File: config.mk
export PLATFORM = sky130hd
export DESIGN_NAME = api_tx_frame_and_timeout
export DESIGN_NICKNAME = d
export VERILOG_FILES = /design/src/core/api_frame_pkg.sv /design/src/core/byte_stream_if.sv /design/src/core/api_tx_frame_and_timeout.sv /design/src/core/byte_fifo.sv
export VERILOG_INCLUDE_DIRS = /design/src /design/src/core
export SDC_FILE = /design/constraint.sdc
export NUM_CORES = 1
export LEC_CHECK = 0
export BUFFER_PORTS_ARGS = -buffer_cell sky130_fd_sc_hd__buf_4
export CAP_MARGIN = 20
export CORE_ASPECT_RATIO = 0.6
export CORE_MARGIN = 3
export CORE_UTILIZATION = 40
export CTS_BUF_LIST = sky130_fd_sc_hd__clkbuf_8
export CTS_CLUSTER_DIAMETER = 30
export CTS_CLUSTER_SIZE = 40
export DETAILED_ROUTE_END_ITERATION = 8
export GPL_TIMING_DRIVEN = 0
export PLACE_DENSITY = 0.57
export SYNTH_ARGS = -nofsm -noshare
export SYNTH_HDL_FRONTEND = slang
export SYNTH_SLANG_ARGS = --single-unit
File: constraint.sdc
create_clock -name clk -period 6.79 [get_ports clk]
set_clock_uncertainty 0.2 [all_clocks]
set_input_delay 0.679 -clock clk [delete_from_list [all_inputs] [get_ports clk]]
set_output_delay 0.679 -clock clk [all_outputs]
set_load 0.05 [all_outputs]
File: src/core/api_frame_map.svh
// Offsets, field codes, reset values and timing counts for the API frame block.
// Included by package-aware design files; holds definitions only.
`ifndef API_FRAME_MAP_SVH
`define API_FRAME_MAP_SVH

`define START_BYTE          8'h7e
`define ID_TX_REQUEST       8'h10
`define ID_AT_COMMAND       8'h08
`define ID_RX_EXPLICIT      8'h91
`define ID_RX_PLAIN         8'h90
`define CHECKSUM_BASE       8'hff
`define CMD_RX_ADDRESSING   16'h414f
`define DEST16_UNKNOWN      16'hfffe
`define DEST16_COORD_KNOWN  16'h0000
`define DEST64_COORD        64'h0000_0000_0000_0000
`define DEST64_BROADCAST    64'h0000_0000_0000_ffff
`define RADIUS_MAX_HOPS     8'h1e
`define HOP_FACTOR_RESET    8'h1e
`define SLEEP_PERIOD_RESET  16'h0020
`define ADDR_OPT_RESET      8'h00
`define TX_ATTEMPTS         2'd3
// Timing: figures in ms, per-ms cycle count derived from 100 MHz
`define CLK_MHZ             100
`define HOP_MS              50
`define ROUTER_EXTRA_MS     100
`define SLEEP_UNIT_MS       10
`define CYC_PER_MS          (`CLK_MHZ * 1000)
// Register indices for the plain register port
`define REG_HOP_FACTOR      4'h0
`define REG_SLEEP_PERIOD    4'h1
`define REG_ADDR_OPTION     4'h2
`define REG_STATUS          4'h3
`define REG_FRAME_COUNT     4'h4
`define REG_ERROR_COUNT     4'h5
`define REG_LAST_DEST16     4'h6

`endif

File: src/core/api_frame_pkg.sv
// Types shared by the API frame block.
// Assumes the map header for numeric constants.
package api_frame_pkg;
    typedef enum logic [3:0] {
        ST_IDLE   = 4'b0000,
        ST_LEN_HI = 4'b0001,
        ST_LEN_LO = 4'b0010,
        ST_BODY   = 4'b0011,
        ST_CSUM   = 4'b0100
    } parse_state_e;

    typedef enum logic [1:0] {
        DEST_UNICAST   = 2'b00,
        DEST_COORD     = 2'b01,
        DEST_BROADCAST = 2'b10
    } dest_kind_e;

    typedef enum logic [1:0] {
        TMO_IDLE    = 2'b00,
        TMO_RUN     = 2'b01,
        TMO_FAILED  = 2'b10
    } tmo_state_e;
endpackage

File: src/core/byte_stream_if.sv
// Valid/ready byte stream between the framer and its FIFO.
// Assumes both ends share clk.
`timescale 1ns/1ns
`default_nettype none
interface byte_stream_if #(parameter int WIDTH = 8);
    logic [WIDTH-1:0] data;
    logic             valid;
    logic             ready;
    modport source (output data, output valid, input ready);
    modport sink   (input data, input valid, output ready);
endinterface
`default_nettype wire

File: src/core/api_tx_frame_and_timeout.sv
// API frame receiver/checker with transmit-attempt timeout engine.
// Assumes host bytes arrive as a valid/ready stream synchronous to clk.
//
// Function
// - Remote end device attempt waits 50 ms times hop factor plus sleep period.
// - One attempt plus two retries toward a remote end device.
// - Sleep setting counts in 10 ms units.
// - Checksum is 0xFF minus low byte of sum after length; verified.
// - Transmit status returned only for nonzero frame identifier.
// - All-zero 64-bit destination means coordinator, with 0xFFFE short address.
// - Destination 0000FFFF with 0xFFFE is a broadcast to every node.
// - Broadcast radius zero means maximum hop count.
// - Addressing option on: data delivered as explicit frame 0x91.
// - Device-profile messages go to host only while addressing option is one.
// - Router attempt timeout is 50 ms times hop factor plus 100 ms.
// - Hop factor resets to thirty.
`timescale 1ns/1ns
`default_nettype none
`include "api_frame_map.svh"
module api_tx_frame_and_timeout
    import api_frame_pkg::*;
#(
    parameter int FIFO_DEPTH = 16,
    parameter int MS_CYCLES  = `CYC_PER_MS
) (
    // Clock and reset
    input  wire logic                    clk,
    input  wire logic                    nrst,
    // Host byte stream
    input  wire logic [7:0]              host_data,
    input  wire logic                    host_valid,
    output logic                         host_ready,
    // Register port
    input  wire logic [3:0]              reg_addr,
    input  wire logic [15:0]             reg_wdata,
    input  wire logic                    reg_wr,
    input  wire logic                    reg_rd,
    output logic [15:0]                  reg_rdata,
    // Accepted request toward the radio
    output logic                         req_valid,
    output logic [63:0]                  req_dest64,
    output logic [15:0]                  req_dest16,
    output logic [7:0]                   req_radius,
    output logic [7:0]                   req_frame_id,
    output api_frame_pkg::dest_kind_e    req_kind,
    output logic                         req_to_end_device,
    output logic                         req_status_wanted,
    // Radio results
    input  wire logic                    radio_ack,
    input  wire logic                    rx_is_zdo,
    // Outcomes
    output logic                         tx_status_pulse,
    output logic                         tx_failed,
    output logic                         tx_busy,
    output logic [7:0]                   rx_frame_type,
    output logic                         zdo_pass,
    // Payload out
    output logic [7:0]                   pay_data,
    output logic                         pay_valid,
    input  wire logic                    pay_ready
);
    if (FIFO_DEPTH < 2 || MS_CYCLES < 1) begin : bad_params
        $error("api_tx_frame_and_timeout: bad parameter");
    end

    byte_stream_if #(.WIDTH(8)) fin ();
    byte_stream_if #(.WIDTH(8)) fout ();

    byte_fifo #(.WIDTH(8), .DEPTH(FIFO_DEPTH)) u_fifo (
        .clk  (clk),
        .nrst (nrst),
        .wr   (fin.sink),
        .rd   (fout.source)
    );

    // Settings
    logic [7:0]  hop_timeout_factor_reg;
    logic [15:0] sleep_period_setting_reg;
    logic [7:0]  rx_addressing_option_reg;
    logic [15:0] frame_count_reg;
    logic [15:0] error_count_reg;

    // Parser
    parse_state_e state_reg;
    logic [15:0]  len_reg;
    logic [15:0]  idx_reg;
    logic [7:0]   sum_reg;
    logic [7:0]   api_id_reg;
    logic [7:0]   fid_reg;
    logic [63:0]  d64_reg;
    logic [15:0]  d16_reg;
    logic [7:0]   rad_reg;
    logic [7:0]   opt_reg;
    logic [15:0]  cmd_reg;
    logic [7:0]   cmd_val_reg;
    logic         take;
    logic         in_payload;
    logic         frame_ok;
    logic         frame_bad;

    assign take       = host_valid && host_ready;
    // Payload bytes hold the parser when the FIFO is full
    assign in_payload = (state_reg == ST_BODY) && (api_id_reg == `ID_TX_REQUEST)
                        && (idx_reg >= 16'd14);
    assign host_ready = !in_payload || fin.ready;
    assign fin.data   = host_data;
    assign fin.valid  = take && in_payload;
    assign fout.ready = pay_ready;
    assign pay_data   = fout.data;
    assign pay_valid  = fout.valid;

    assign frame_ok  = take && (state_reg == ST_CSUM)
                       && (host_data == 8'(`CHECKSUM_BASE - sum_reg));
    assign frame_bad = take && (state_reg == ST_CSUM) && !frame_ok;

    always_ff @(posedge clk or negedge nrst) begin
        if (!nrst) begin
            state_reg <= ST_IDLE;
            len_reg   <= '0;
            idx_reg   <= '0;
            sum_reg   <= '0;
        end else if (take) begin
            case (state_reg)
                ST_IDLE: begin
                    if (host_data == `START_BYTE)
                        state_reg <= ST_LEN_HI;
                end
                ST_LEN_HI: begin
                    len_reg[15:8] <= host_data;
                    state_reg     <= ST_LEN_LO;
                end
                ST_LEN_LO: begin
                    len_reg[7:0] <= host_data;
                    idx_reg      <= '0;
                    sum_reg      <= '0;
                    // Empty frame cannot be checked; resync
                    state_reg    <= ({len_reg[15:8], host_data} == 16'h0000) ? ST_IDLE : ST_BODY;
                end
                ST_BODY: begin
                    sum_reg <= sum_reg + host_data;
                    idx_reg <= idx_reg + 16'd1;
                    if (idx_reg + 16'd1 == len_reg)
                        state_reg <= ST_CSUM;
                end
                ST_CSUM: state_reg <= ST_IDLE;
                default: state_reg <= ST_IDLE;
            endcase
        end
    end

    // Header field capture, big-endian
    always_ff @(posedge clk or negedge nrst) begin
        if (!nrst) begin
            api_id_reg  <= '0;
            fid_reg     <= '0;
            d64_reg     <= '0;
            d16_reg     <= '0;
            rad_reg     <= '0;
            opt_reg     <= '0;
            cmd_reg     <= '0;
            cmd_val_reg <= '0;
        end else if (take && state_reg == ST_BODY) begin
            if (idx_reg == 16'd0)
                api_id_reg <= host_data;
            else if (idx_reg == 16'd1)
                fid_reg <= host_data;
            else if (api_id_reg == `ID_TX_REQUEST) begin
                if (idx_reg <= 16'd9)
                    d64_reg <= {d64_reg[55:0], host_data};
                else if (idx_reg <= 16'd11)
                    d16_reg <= {d16_reg[7:0], host_data};
                else if (idx_reg == 16'd12)
                    rad_reg <= host_data;
                else if (idx_reg == 16'd13)
                    opt_reg <= host_data;
            end else if (api_id_reg == `ID_AT_COMMAND) begin
                if (idx_reg <= 16'd3)
                    cmd_reg <= {cmd_reg[7:0], host_data};
                else if (idx_reg == 16'd4)
                    cmd_val_reg <= host_data;
            end
        end
    end

    // Settings and register writes
    always_ff @(posedge clk or negedge nrst) begin
        if (!nrst) begin
            hop_timeout_factor_reg   <= `HOP_FACTOR_RESET;
            sleep_period_setting_reg <= `SLEEP_PERIOD_RESET;
            rx_addressing_option_reg <= `ADDR_OPT_RESET;
        end else if (frame_ok && api_id_reg == `ID_AT_COMMAND
                     && cmd_reg == `CMD_RX_ADDRESSING && len_reg == 16'd5) begin
            rx_addressing_option_reg <= cmd_val_reg;
        end else if (reg_wr) begin
            case (reg_addr)
                `REG_HOP_FACTOR:   hop_timeout_factor_reg   <= reg_wdata[7:0];
                `REG_SLEEP_PERIOD: sleep_period_setting_reg <= reg_wdata;
                `REG_ADDR_OPTION:  rx_addressing_option_reg <= reg_wdata[7:0];
                default: ;
            endcase
        end
    end

    always_ff @(posedge clk or negedge nrst) begin
        if (!nrst) begin
            frame_count_reg <= '0;
            error_count_reg <= '0;
        end else begin
            if (frame_ok)
                frame_count_reg <= frame_count_reg + 16'd1;
            if (frame_bad)
                error_count_reg <= error_count_reg + 16'd1;
        end
    end

    // Request decode
    dest_kind_e kind_now;
    always_comb begin
        if (d64_reg == `DEST64_BROADCAST && d16_reg == `DEST16_UNKNOWN)
            kind_now = DEST_BROADCAST;
        else if (d64_reg == `DEST64_COORD)
            kind_now = DEST_COORD;
        else
            kind_now = DEST_UNICAST;
    end

    logic start_tx;
    assign start_tx = frame_ok && api_id_reg == `ID_TX_REQUEST && len_reg >= 16'd14
                      && !(d64_reg == `DEST64_COORD && d16_reg != `DEST16_UNKNOWN);

    always_ff @(posedge clk or negedge nrst) begin
        if (!nrst) begin
            req_valid         <= 1'b0;
            req_dest64        <= '0;
            req_dest16        <= '0;
            req_radius        <= '0;
            req_frame_id      <= '0;
            req_kind          <= DEST_UNICAST;
            req_to_end_device <= 1'b0;
            req_status_wanted <= 1'b0;
        end else begin
            req_valid <= start_tx;
            if (start_tx) begin
                req_dest64        <= d64_reg;
                req_dest16        <= d16_reg;
                req_radius        <= (rad_reg == 8'h00) ? `RADIUS_MAX_HOPS : rad_reg;
                req_frame_id      <= fid_reg;
                req_kind          <= kind_now;
                req_to_end_device <= opt_reg[0];
                req_status_wanted <= (fid_reg != 8'h00);
            end
        end
    end

    // Attempt timer, counted in cycles then ms
    tmo_state_e tstate_reg;
    logic [31:0] ms_limit;
    logic [31:0] ms_reg;
    logic [31:0] cyc_reg;
    logic [1:0]  attempt_reg;
    logic        ed_reg;
    logic        want_status_reg;
    logic        attempt_end;

    always_comb begin
        if (ed_reg)
            ms_limit = `HOP_MS * 32'(hop_timeout_factor_reg)
                       + `SLEEP_UNIT_MS * 32'(sleep_period_setting_reg);
        else
            ms_limit = `HOP_MS * 32'(hop_timeout_factor_reg) + `ROUTER_EXTRA_MS;
    end

    assign attempt_end = (tstate_reg == TMO_RUN) && (cyc_reg == 32'(MS_CYCLES - 1))
                         && (ms_reg + 32'd1 >= ms_limit);

    always_ff @(posedge clk or negedge nrst) begin
        if (!nrst) begin
            tstate_reg      <= TMO_IDLE;
            ms_reg          <= '0;
            cyc_reg         <= '0;
            attempt_reg     <= '0;
            ed_reg          <= 1'b0;
            want_status_reg <= 1'b0;
        end else begin
            case (tstate_reg)
                TMO_IDLE: begin
                    if (req_valid && req_kind == DEST_UNICAST) begin
                        tstate_reg      <= TMO_RUN;
                        ms_reg          <= '0;
                        cyc_reg         <= '0;
                        attempt_reg     <= 2'd1;
                        ed_reg          <= req_to_end_device;
                        want_status_reg <= req_status_wanted;
                    end
                end
                TMO_RUN: begin
                    if (radio_ack)
                        tstate_reg <= TMO_IDLE;
                    else if (attempt_end) begin
                        ms_reg  <= '0;
                        cyc_reg <= '0;
                        if (attempt_reg == `TX_ATTEMPTS)
                            tstate_reg <= TMO_FAILED;
                        else
                            attempt_reg <= attempt_reg + 2'd1;
                    end else if (cyc_reg == 32'(MS_CYCLES - 1)) begin
                        cyc_reg <= '0;
                        ms_reg  <= ms_reg + 32'd1;
                    end else
                        cyc_reg <= cyc_reg + 32'd1;
                end
                TMO_FAILED: tstate_reg <= TMO_IDLE;
                default:    tstate_reg <= TMO_IDLE;
            endcase
        end
    end

    logic done_now;
    assign done_now = (tstate_reg == TMO_FAILED)
                      || (tstate_reg == TMO_RUN && radio_ack);

    always_ff @(posedge clk or negedge nrst) begin
        if (!nrst) begin
            tx_status_pulse <= 1'b0;
            tx_failed       <= 1'b0;
        end else begin
            tx_status_pulse <= done_now && want_status_reg;
            if (done_now)
                tx_failed <= (tstate_reg == TMO_FAILED);
        end
    end

    assign tx_busy = (tstate_reg != TMO_IDLE);

    // Receive delivery format
    always_ff @(posedge clk or negedge nrst) begin
        if (!nrst) begin
            rx_frame_type <= `ID_RX_PLAIN;
            zdo_pass      <= 1'b0;
        end else begin
            rx_frame_type <= (rx_addressing_option_reg == 8'h01) ? `ID_RX_EXPLICIT : `ID_RX_PLAIN;
            zdo_pass      <= rx_is_zdo && (rx_addressing_option_reg == 8'h01);
        end
    end

    // Register read, data one cycle after strobe
    always_ff @(posedge clk or negedge nrst) begin
        if (!nrst)
            reg_rdata <= '0;
        else if (reg_rd) begin
            case (reg_addr)
                `REG_HOP_FACTOR:   reg_rdata <= {8'h00, hop_timeout_factor_reg};
                `REG_SLEEP_PERIOD: reg_rdata <= sleep_period_setting_reg;
                `REG_ADDR_OPTION:  reg_rdata <= {8'h00, rx_addressing_option_reg};
                `REG_STATUS:       reg_rdata <= {12'h000, tx_failed, tx_busy, 2'(tstate_reg)};
                `REG_FRAME_COUNT:  reg_rdata <= frame_count_reg;
                `REG_ERROR_COUNT:  reg_rdata <= error_count_reg;
                `REG_LAST_DEST16:  reg_rdata <= req_dest16;
                default:           reg_rdata <= 16'h0000;
            endcase
        end else
            reg_rdata <= 16'h0000;
    end

    chk_status_gate: assert property (@(posedge clk) disable iff (!nrst)
        tx_status_pulse |-> $past(want_status_reg))
        else $error("status sent for zero frame id");
    chk_radius_max: assert property (@(posedge clk) disable iff (!nrst)
        start_tx && rad_reg == 8'h00 |=> req_radius == `RADIUS_MAX_HOPS)
        else $error("zero radius not mapped to max hops");
    chk_bad_resync: assert property (@(posedge clk) disable iff (!nrst)
        frame_bad |=> state_reg == ST_IDLE && !req_valid)
        else $error("bad frame accepted");
    chk_hop_reset: assert property (@(posedge clk)
        $rose(nrst) |-> hop_timeout_factor_reg == `HOP_FACTOR_RESET)
        else $error("hop factor reset wrong");
    chk_explicit_fmt: assert property (@(posedge clk) disable iff (!nrst)
        rx_addressing_option_reg == 8'h01 && $stable(rx_addressing_option_reg) |=> rx_frame_type == `ID_RX_EXPLICIT)
        else $error("explicit format not used");
    chk_zdo_gate: assert property (@(posedge clk) disable iff (!nrst)
        zdo_pass |-> $past(rx_addressing_option_reg) == 8'h01)
        else $error("zdo passed with option off");
    chk_three_tries: assert property (@(posedge clk) disable iff (!nrst)
        tstate_reg == TMO_FAILED |-> attempt_reg == `TX_ATTEMPTS)
        else $error("failed before three attempts");
    chk_broadcast_kind: assert property (@(posedge clk) disable iff (!nrst)
        start_tx && d64_reg == `DEST64_BROADCAST && d16_reg == `DEST16_UNKNOWN |=> req_kind == DEST_BROADCAST)
        else $error("broadcast not recognised");
    chk_ed_limit: assert property (@(posedge clk) disable iff (!nrst)
        tstate_reg == TMO_RUN && ed_reg |-> ms_reg <= `HOP_MS * 32'(hop_timeout_factor_reg)
            + `SLEEP_UNIT_MS * 32'(sleep_period_setting_reg))
        else $error("end device limit wrong");
endmodule
`default_nettype wire

File: src/core/byte_fifo.sv
// Synchronous FIFO with valid/ready on both sides.
// Assumes one clock; full and empty derived from a count.
`timescale 1ns/1ns
`default_nettype none
module byte_fifo #(
    parameter int WIDTH = 8,
    parameter int DEPTH = 16
) (
    // Clock and reset
    input  wire logic  clk,
    input  wire logic  nrst,
    // Streams
    byte_stream_if.sink   wr,
    byte_stream_if.source rd
);
    localparam int AW = $clog2(DEPTH);
    if (DEPTH < 2 || (1 << AW) != DEPTH || WIDTH < 1) begin : bad_depth
        $error("byte_fifo: depth must be a power of two >= 2");
    end

    logic [WIDTH-1:0] mem [DEPTH];
    logic [AW-1:0]    wp_reg;
    logic [AW-1:0]    rp_reg;
    logic [AW:0]      cnt_reg;
    logic             push;
    logic             pop;

    assign wr.ready = (cnt_reg != (AW+1)'(DEPTH));
    assign rd.valid = (cnt_reg != '0);
    assign rd.data  = mem[rp_reg];
    assign push     = wr.valid && wr.ready;
    assign pop      = rd.valid && rd.ready;

    always_ff @(posedge clk) begin
        if (push) begin
            mem[wp_reg] <= wr.data;
        end
    end

    always_ff @(posedge clk or negedge nrst) begin
        if (!nrst) begin
            wp_reg  <= '0;
            rp_reg  <= '0;
            cnt_reg <= '0;
        end else begin
            if (push)
                wp_reg <= wp_reg + 1'b1;
            if (pop)
                rp_reg <= rp_reg + 1'b1;
            cnt_reg <= cnt_reg + (AW+1)'(push) - (AW+1)'(pop);
        end
    end

    chk_no_overflow: assert property (@(posedge clk) disable iff (!nrst)
        cnt_reg == (AW+1)'(DEPTH) |-> !push)
        else $error("fifo written while full");
endmodule
`default_nettype wire

==> flow_summary_export.csv <==
group,metric,value,unit
status,outcome,"complete, no violations",
synth,ys_ff_latch,568,
routing,routedWlPerCell,21.2,microns
global_route,grt_max_degree,119,
critical_path,rr_worst_depth,27,
global_route,grt_use_met3,6.72,%
critical_path,cp-start-kind,"register",
synth,synth_cells,2258,
cts,cts_tree,"built",
floorplanning,die_area,72800,sq um
cells_and_area,nets,2742,
run,drv_cap,0,
synth,avgSynthCellArea,12.3,sq um
routing,detail_route.wirelength,75900,microns
sta,final.period_utilization,97.0,%
cts,cts_inserted_buffers,100,
global_route,grt_pass1_wl,117000,microns
power_and_ir_drop,power.total,13.2,mW
placed_design,gp_congestion,0.903,
global_route,antenna_found_initial,4,
routing,dr.pass1.iters,5,
routing,drt_iter0_drc,1532,
critical_path,reg2reg_to,"ms_reg[8]",
routing,drc,0,
critical_path,crit_end,"ms_reg[8]",
routing,drtAntennaViolNets,0,
placed_design,dp_hpwl,54700,microns
placed_design,placed_area,30400,sq um
routing,via_per_inst,5.47,
synth,synth.distinct_cells,93,
synth,synth_top_area_share,39.1,%
cells_and_area,drive_gt1_share,28.1,%
cells_and_area,syn_to_final_growth,21.2,%
cts,path_clk_slew,0.07,ns
critical_path,critPathRequiredTime,7.20,ns
cells_and_area,largest_reg_flops,128,
synth,synth_edf_count,128,
synth,async_flop_share,77.5,%
global_route,gr-total-overflow,0,
critical_path,crit_type,"register to register",
synth,synth-seq-area-share,53.4,%
synth,synth_ff_type,"dfrtp_1",
sta,min_period,6.59,ns
sta,timing_hold_violations_final,0,
floorplanning,fp.dieW,346,microns
sta,fin_ws,0.201,ns
cts,cts_sinks,568,
sta,setup_violations,0,
cts,cts.path.max_buffers,3,
critical_path,crit_fanout,8,
global_route,grt_use_met1,32.1,%
hold_path,hp-class,"input pin to register",
critical_path,r2r_slack,0.20,ns
cts,h-tree-depth,3,
power_and_ir_drop,vdd.ir_drop.worst,436,uV
critical_path,r2r-start,"hop_timeout_factor_reg[3]",
critical_path,crit_arrival,7.00,ns
sta,slew_viol_final,0,
floorplanning,coreArea,68400,sq um
critical_path,cp-startpoint,"hop_timeout_factor_reg[3]",
cts,clk_latency,0.73,ns
cts,root_buffer,"clkbuf_8",
cells_and_area,final_area,33700,sq um
placed_design,pre_cts_slack,-0.799,ns
synth,synth_top_cell_by_area,"dfrtp_1",
synth,yosysWarnings,0,
power_and_ir_drop,p_per_area,393,nW/um^2
sta,slew_headroom,32.3,%
floorplanning,rows,74,
floorplanning,dieHeight,210,microns
global_route,grt_usage,20.7,%
sta,worst_pin_slew,1.01,ns
synth,synth_area_leaders,"dfrtp_1 (39%), edfxtp_1 (14%), mux2_2 (8.9%)",
synth,synth_area,27800,sq um
sta,max_freq,0.152,GHz
global_route,use_met2,27.7,%
routing,vias,19600,
placed_design,io_buffers,165,
power_and_ir_drop,p_leak,15.3,nW
critical_path,cp-end-kind,"register",
floorplanning,pin_count,175,
global_route,busiest_layer,"met1",
floorplanning,start_util,40.6,%
global_route,grt_pass1_vias,19500,
layout make-up:
type	instances	area, sq um
Antenna cell	3	7.51
Fill cell	6032	34700
Inverter	64	241
Clock inverter	79	930
Multi-Input combinational cell	1540	12800
Timing Repair Buffer	215	1790
Sequential cell	568	14900
Clock buffer	110	1510
Buffer	92	407
Tap cell	912	1140
metal layers:
metal / vias to the layer above / part of all wire, %
met1: 9918 / 50
met3: 98 / 8.3
met5: - / 0.24
met4: 8 / 1.5
met2: 607 / 40
li1: 8967 / -
per-stage QoR:
step / hold slack, ns / utilization (%) / TNS [ns] / std cells
CTS: 0.00962 / 48.5 / 0 / 3564
detailed placement: 0.264 / 44.4 / -17.12 / 3349
finish: 0.109 / 49.2 / 0 / 3583
floorplan: 0.183 / - / 0 / 2264
global placement: 0.258 / 44.2 / -16.07 / 3341
global route: 0.0522 / 49.2 / -0.321 / 3581
logic make-up (layout without fill, tap and decap cells):
kind of cell	Yosys count	count (layout)	share of synthesized area, %
compound gates	304	304	7.05
xor+xnor	161	161	5.12
fa+ha+maj	125	125	5.81
buf+inv	156	560	2.31
flops	568	568	53.4
mux	313	313	14.2
other cells	2	11	0.0270
simple gates	629	629	12.0
cell usage after synthesis, types with 8 or more instances:
| cell | number |
|---|---|
| dfrtp_1 | 435 |
| mux2_2 | 221 |
| nand2_1 | 164 |
| edfxtp_1 | 128 |
| ha_1 | 118 |
| nor2_1 | 111 |
| xnor2_1 | 103 |
| o21ai_0 | 77 |
| a21oi_1 | 72 |
| clkbuf_1 | 69 |
| nand3_1 | 69 |
| inv_1 | 61 |
| xor2_1 | 57 |
| nor4_1 | 42 |
| nand4_1 | 41 |
| mux4_2 | 40 |
| mux2_1 | 39 |
| and3_1 | 36 |
| nor3_1 | 35 |
| a22oi_1 | 33 |
| and2_1 | 24 |
| o31ai_1 | 21 |
| a21o_1 | 16 |
| nand2b_1 | 14 |
| mux2i_1 | 13 |
| a31oi_1 | 11 |
| nand3_2 | 11 |
| nor2b_1 | 11 |
| buf_4 | 10 |
| nand3b_1 | 9 |
| or3_1 | 9 |
| o21bai_1 | 8 |
critical path: stages, from the launching register on:
cell      delay (ns)
dfstp_2         0.63
ha_4            0.23
ha_4            0.21
fa_1            0.55
ha_4            0.23
a21o_1          0.21
a21oi_4         0.17
o21ai_2         0.10
a311o_1         0.29
a21oi_2         0.17
xnor2_2         0.10
ha_1            0.36
nand3_2         0.12
o221ai_4        0.22
nand2_2         0.11
o31ai_4         0.28
nand2_2         0.11
ha_4            0.28
a21oi_2         0.14
o21ai_2         0.09
a21o_1          0.18
or4_4           0.49
a21oi_4         0.16
nand4_4         0.18
o21ai_4         0.22
buf_12          0.16
nand2_8         0.08
o31ai_2         0.22
power breakdown:
part | internal (mW) | switching (mW)
clock network | 2.20 | 1.61
logic | 2.49 | 2.97
registers | 3.72 | 0.244
total | 8.42 | 4.82
timing repair:
item	in CTS	in global routing
setup buffers	10	14
pin swaps	10	31
hold buffers	16	0
endpoints found under the setup margin	25	25
gates resized for setup	20	56
hold endpoints to repair	68	0
cloned	0	1
layout by cell type (no fill, tap or decap), drive strengths merged, types with 11 or more instances in the layout:
| cell | instances |
|---|---|
| nand2b | 14 |
| clkbuf | 181 |
| mux2i | 13 |
| buf | 219 |
| nand4 | 43 |
| edfxtp | 128 |
| xor2 | 57 |
| inv | 86 |
| dlygate4sd3 | 16 |
| a22oi | 34 |
| nor4 | 45 |
| o31ai | 21 |
| clkinv | 29 |
| nand3 | 81 |
| bufinv | 17 |
| nor2b | 11 |
| nand2 | 165 |
| a31oi | 12 |
| o21ai | 87 |
| a21oi | 73 |
| nor3 | 35 |
| and3 | 36 |
| xnor2 | 103 |
| clkinvlp | 11 |
| mux4 | 40 |
| mux2 | 260 |
| a21o | 16 |
| ha | 118 |
| and2 | 24 |
| nor2 | 111 |
| dfrtp | 435 |
worst min path at each step:
stage,end,startpoint,cells past startpoint
3_5_place_dp,error_count_reg[15],error_count_reg[15],1
3_3_place_gp,req_frame_id[1],req_frame_id[1],2
4_1_cts,sleep_period_setting_reg[5],reg_wdata[5],2
5_1_grt,sleep_period_setting_reg[5],reg_wdata[5],2
6_report,sleep_period_setting_reg[6],reg_wdata[6],2
2_1_floorplan,api_id_reg[0],nrst,0
Power figures use the tool's default switching activity.
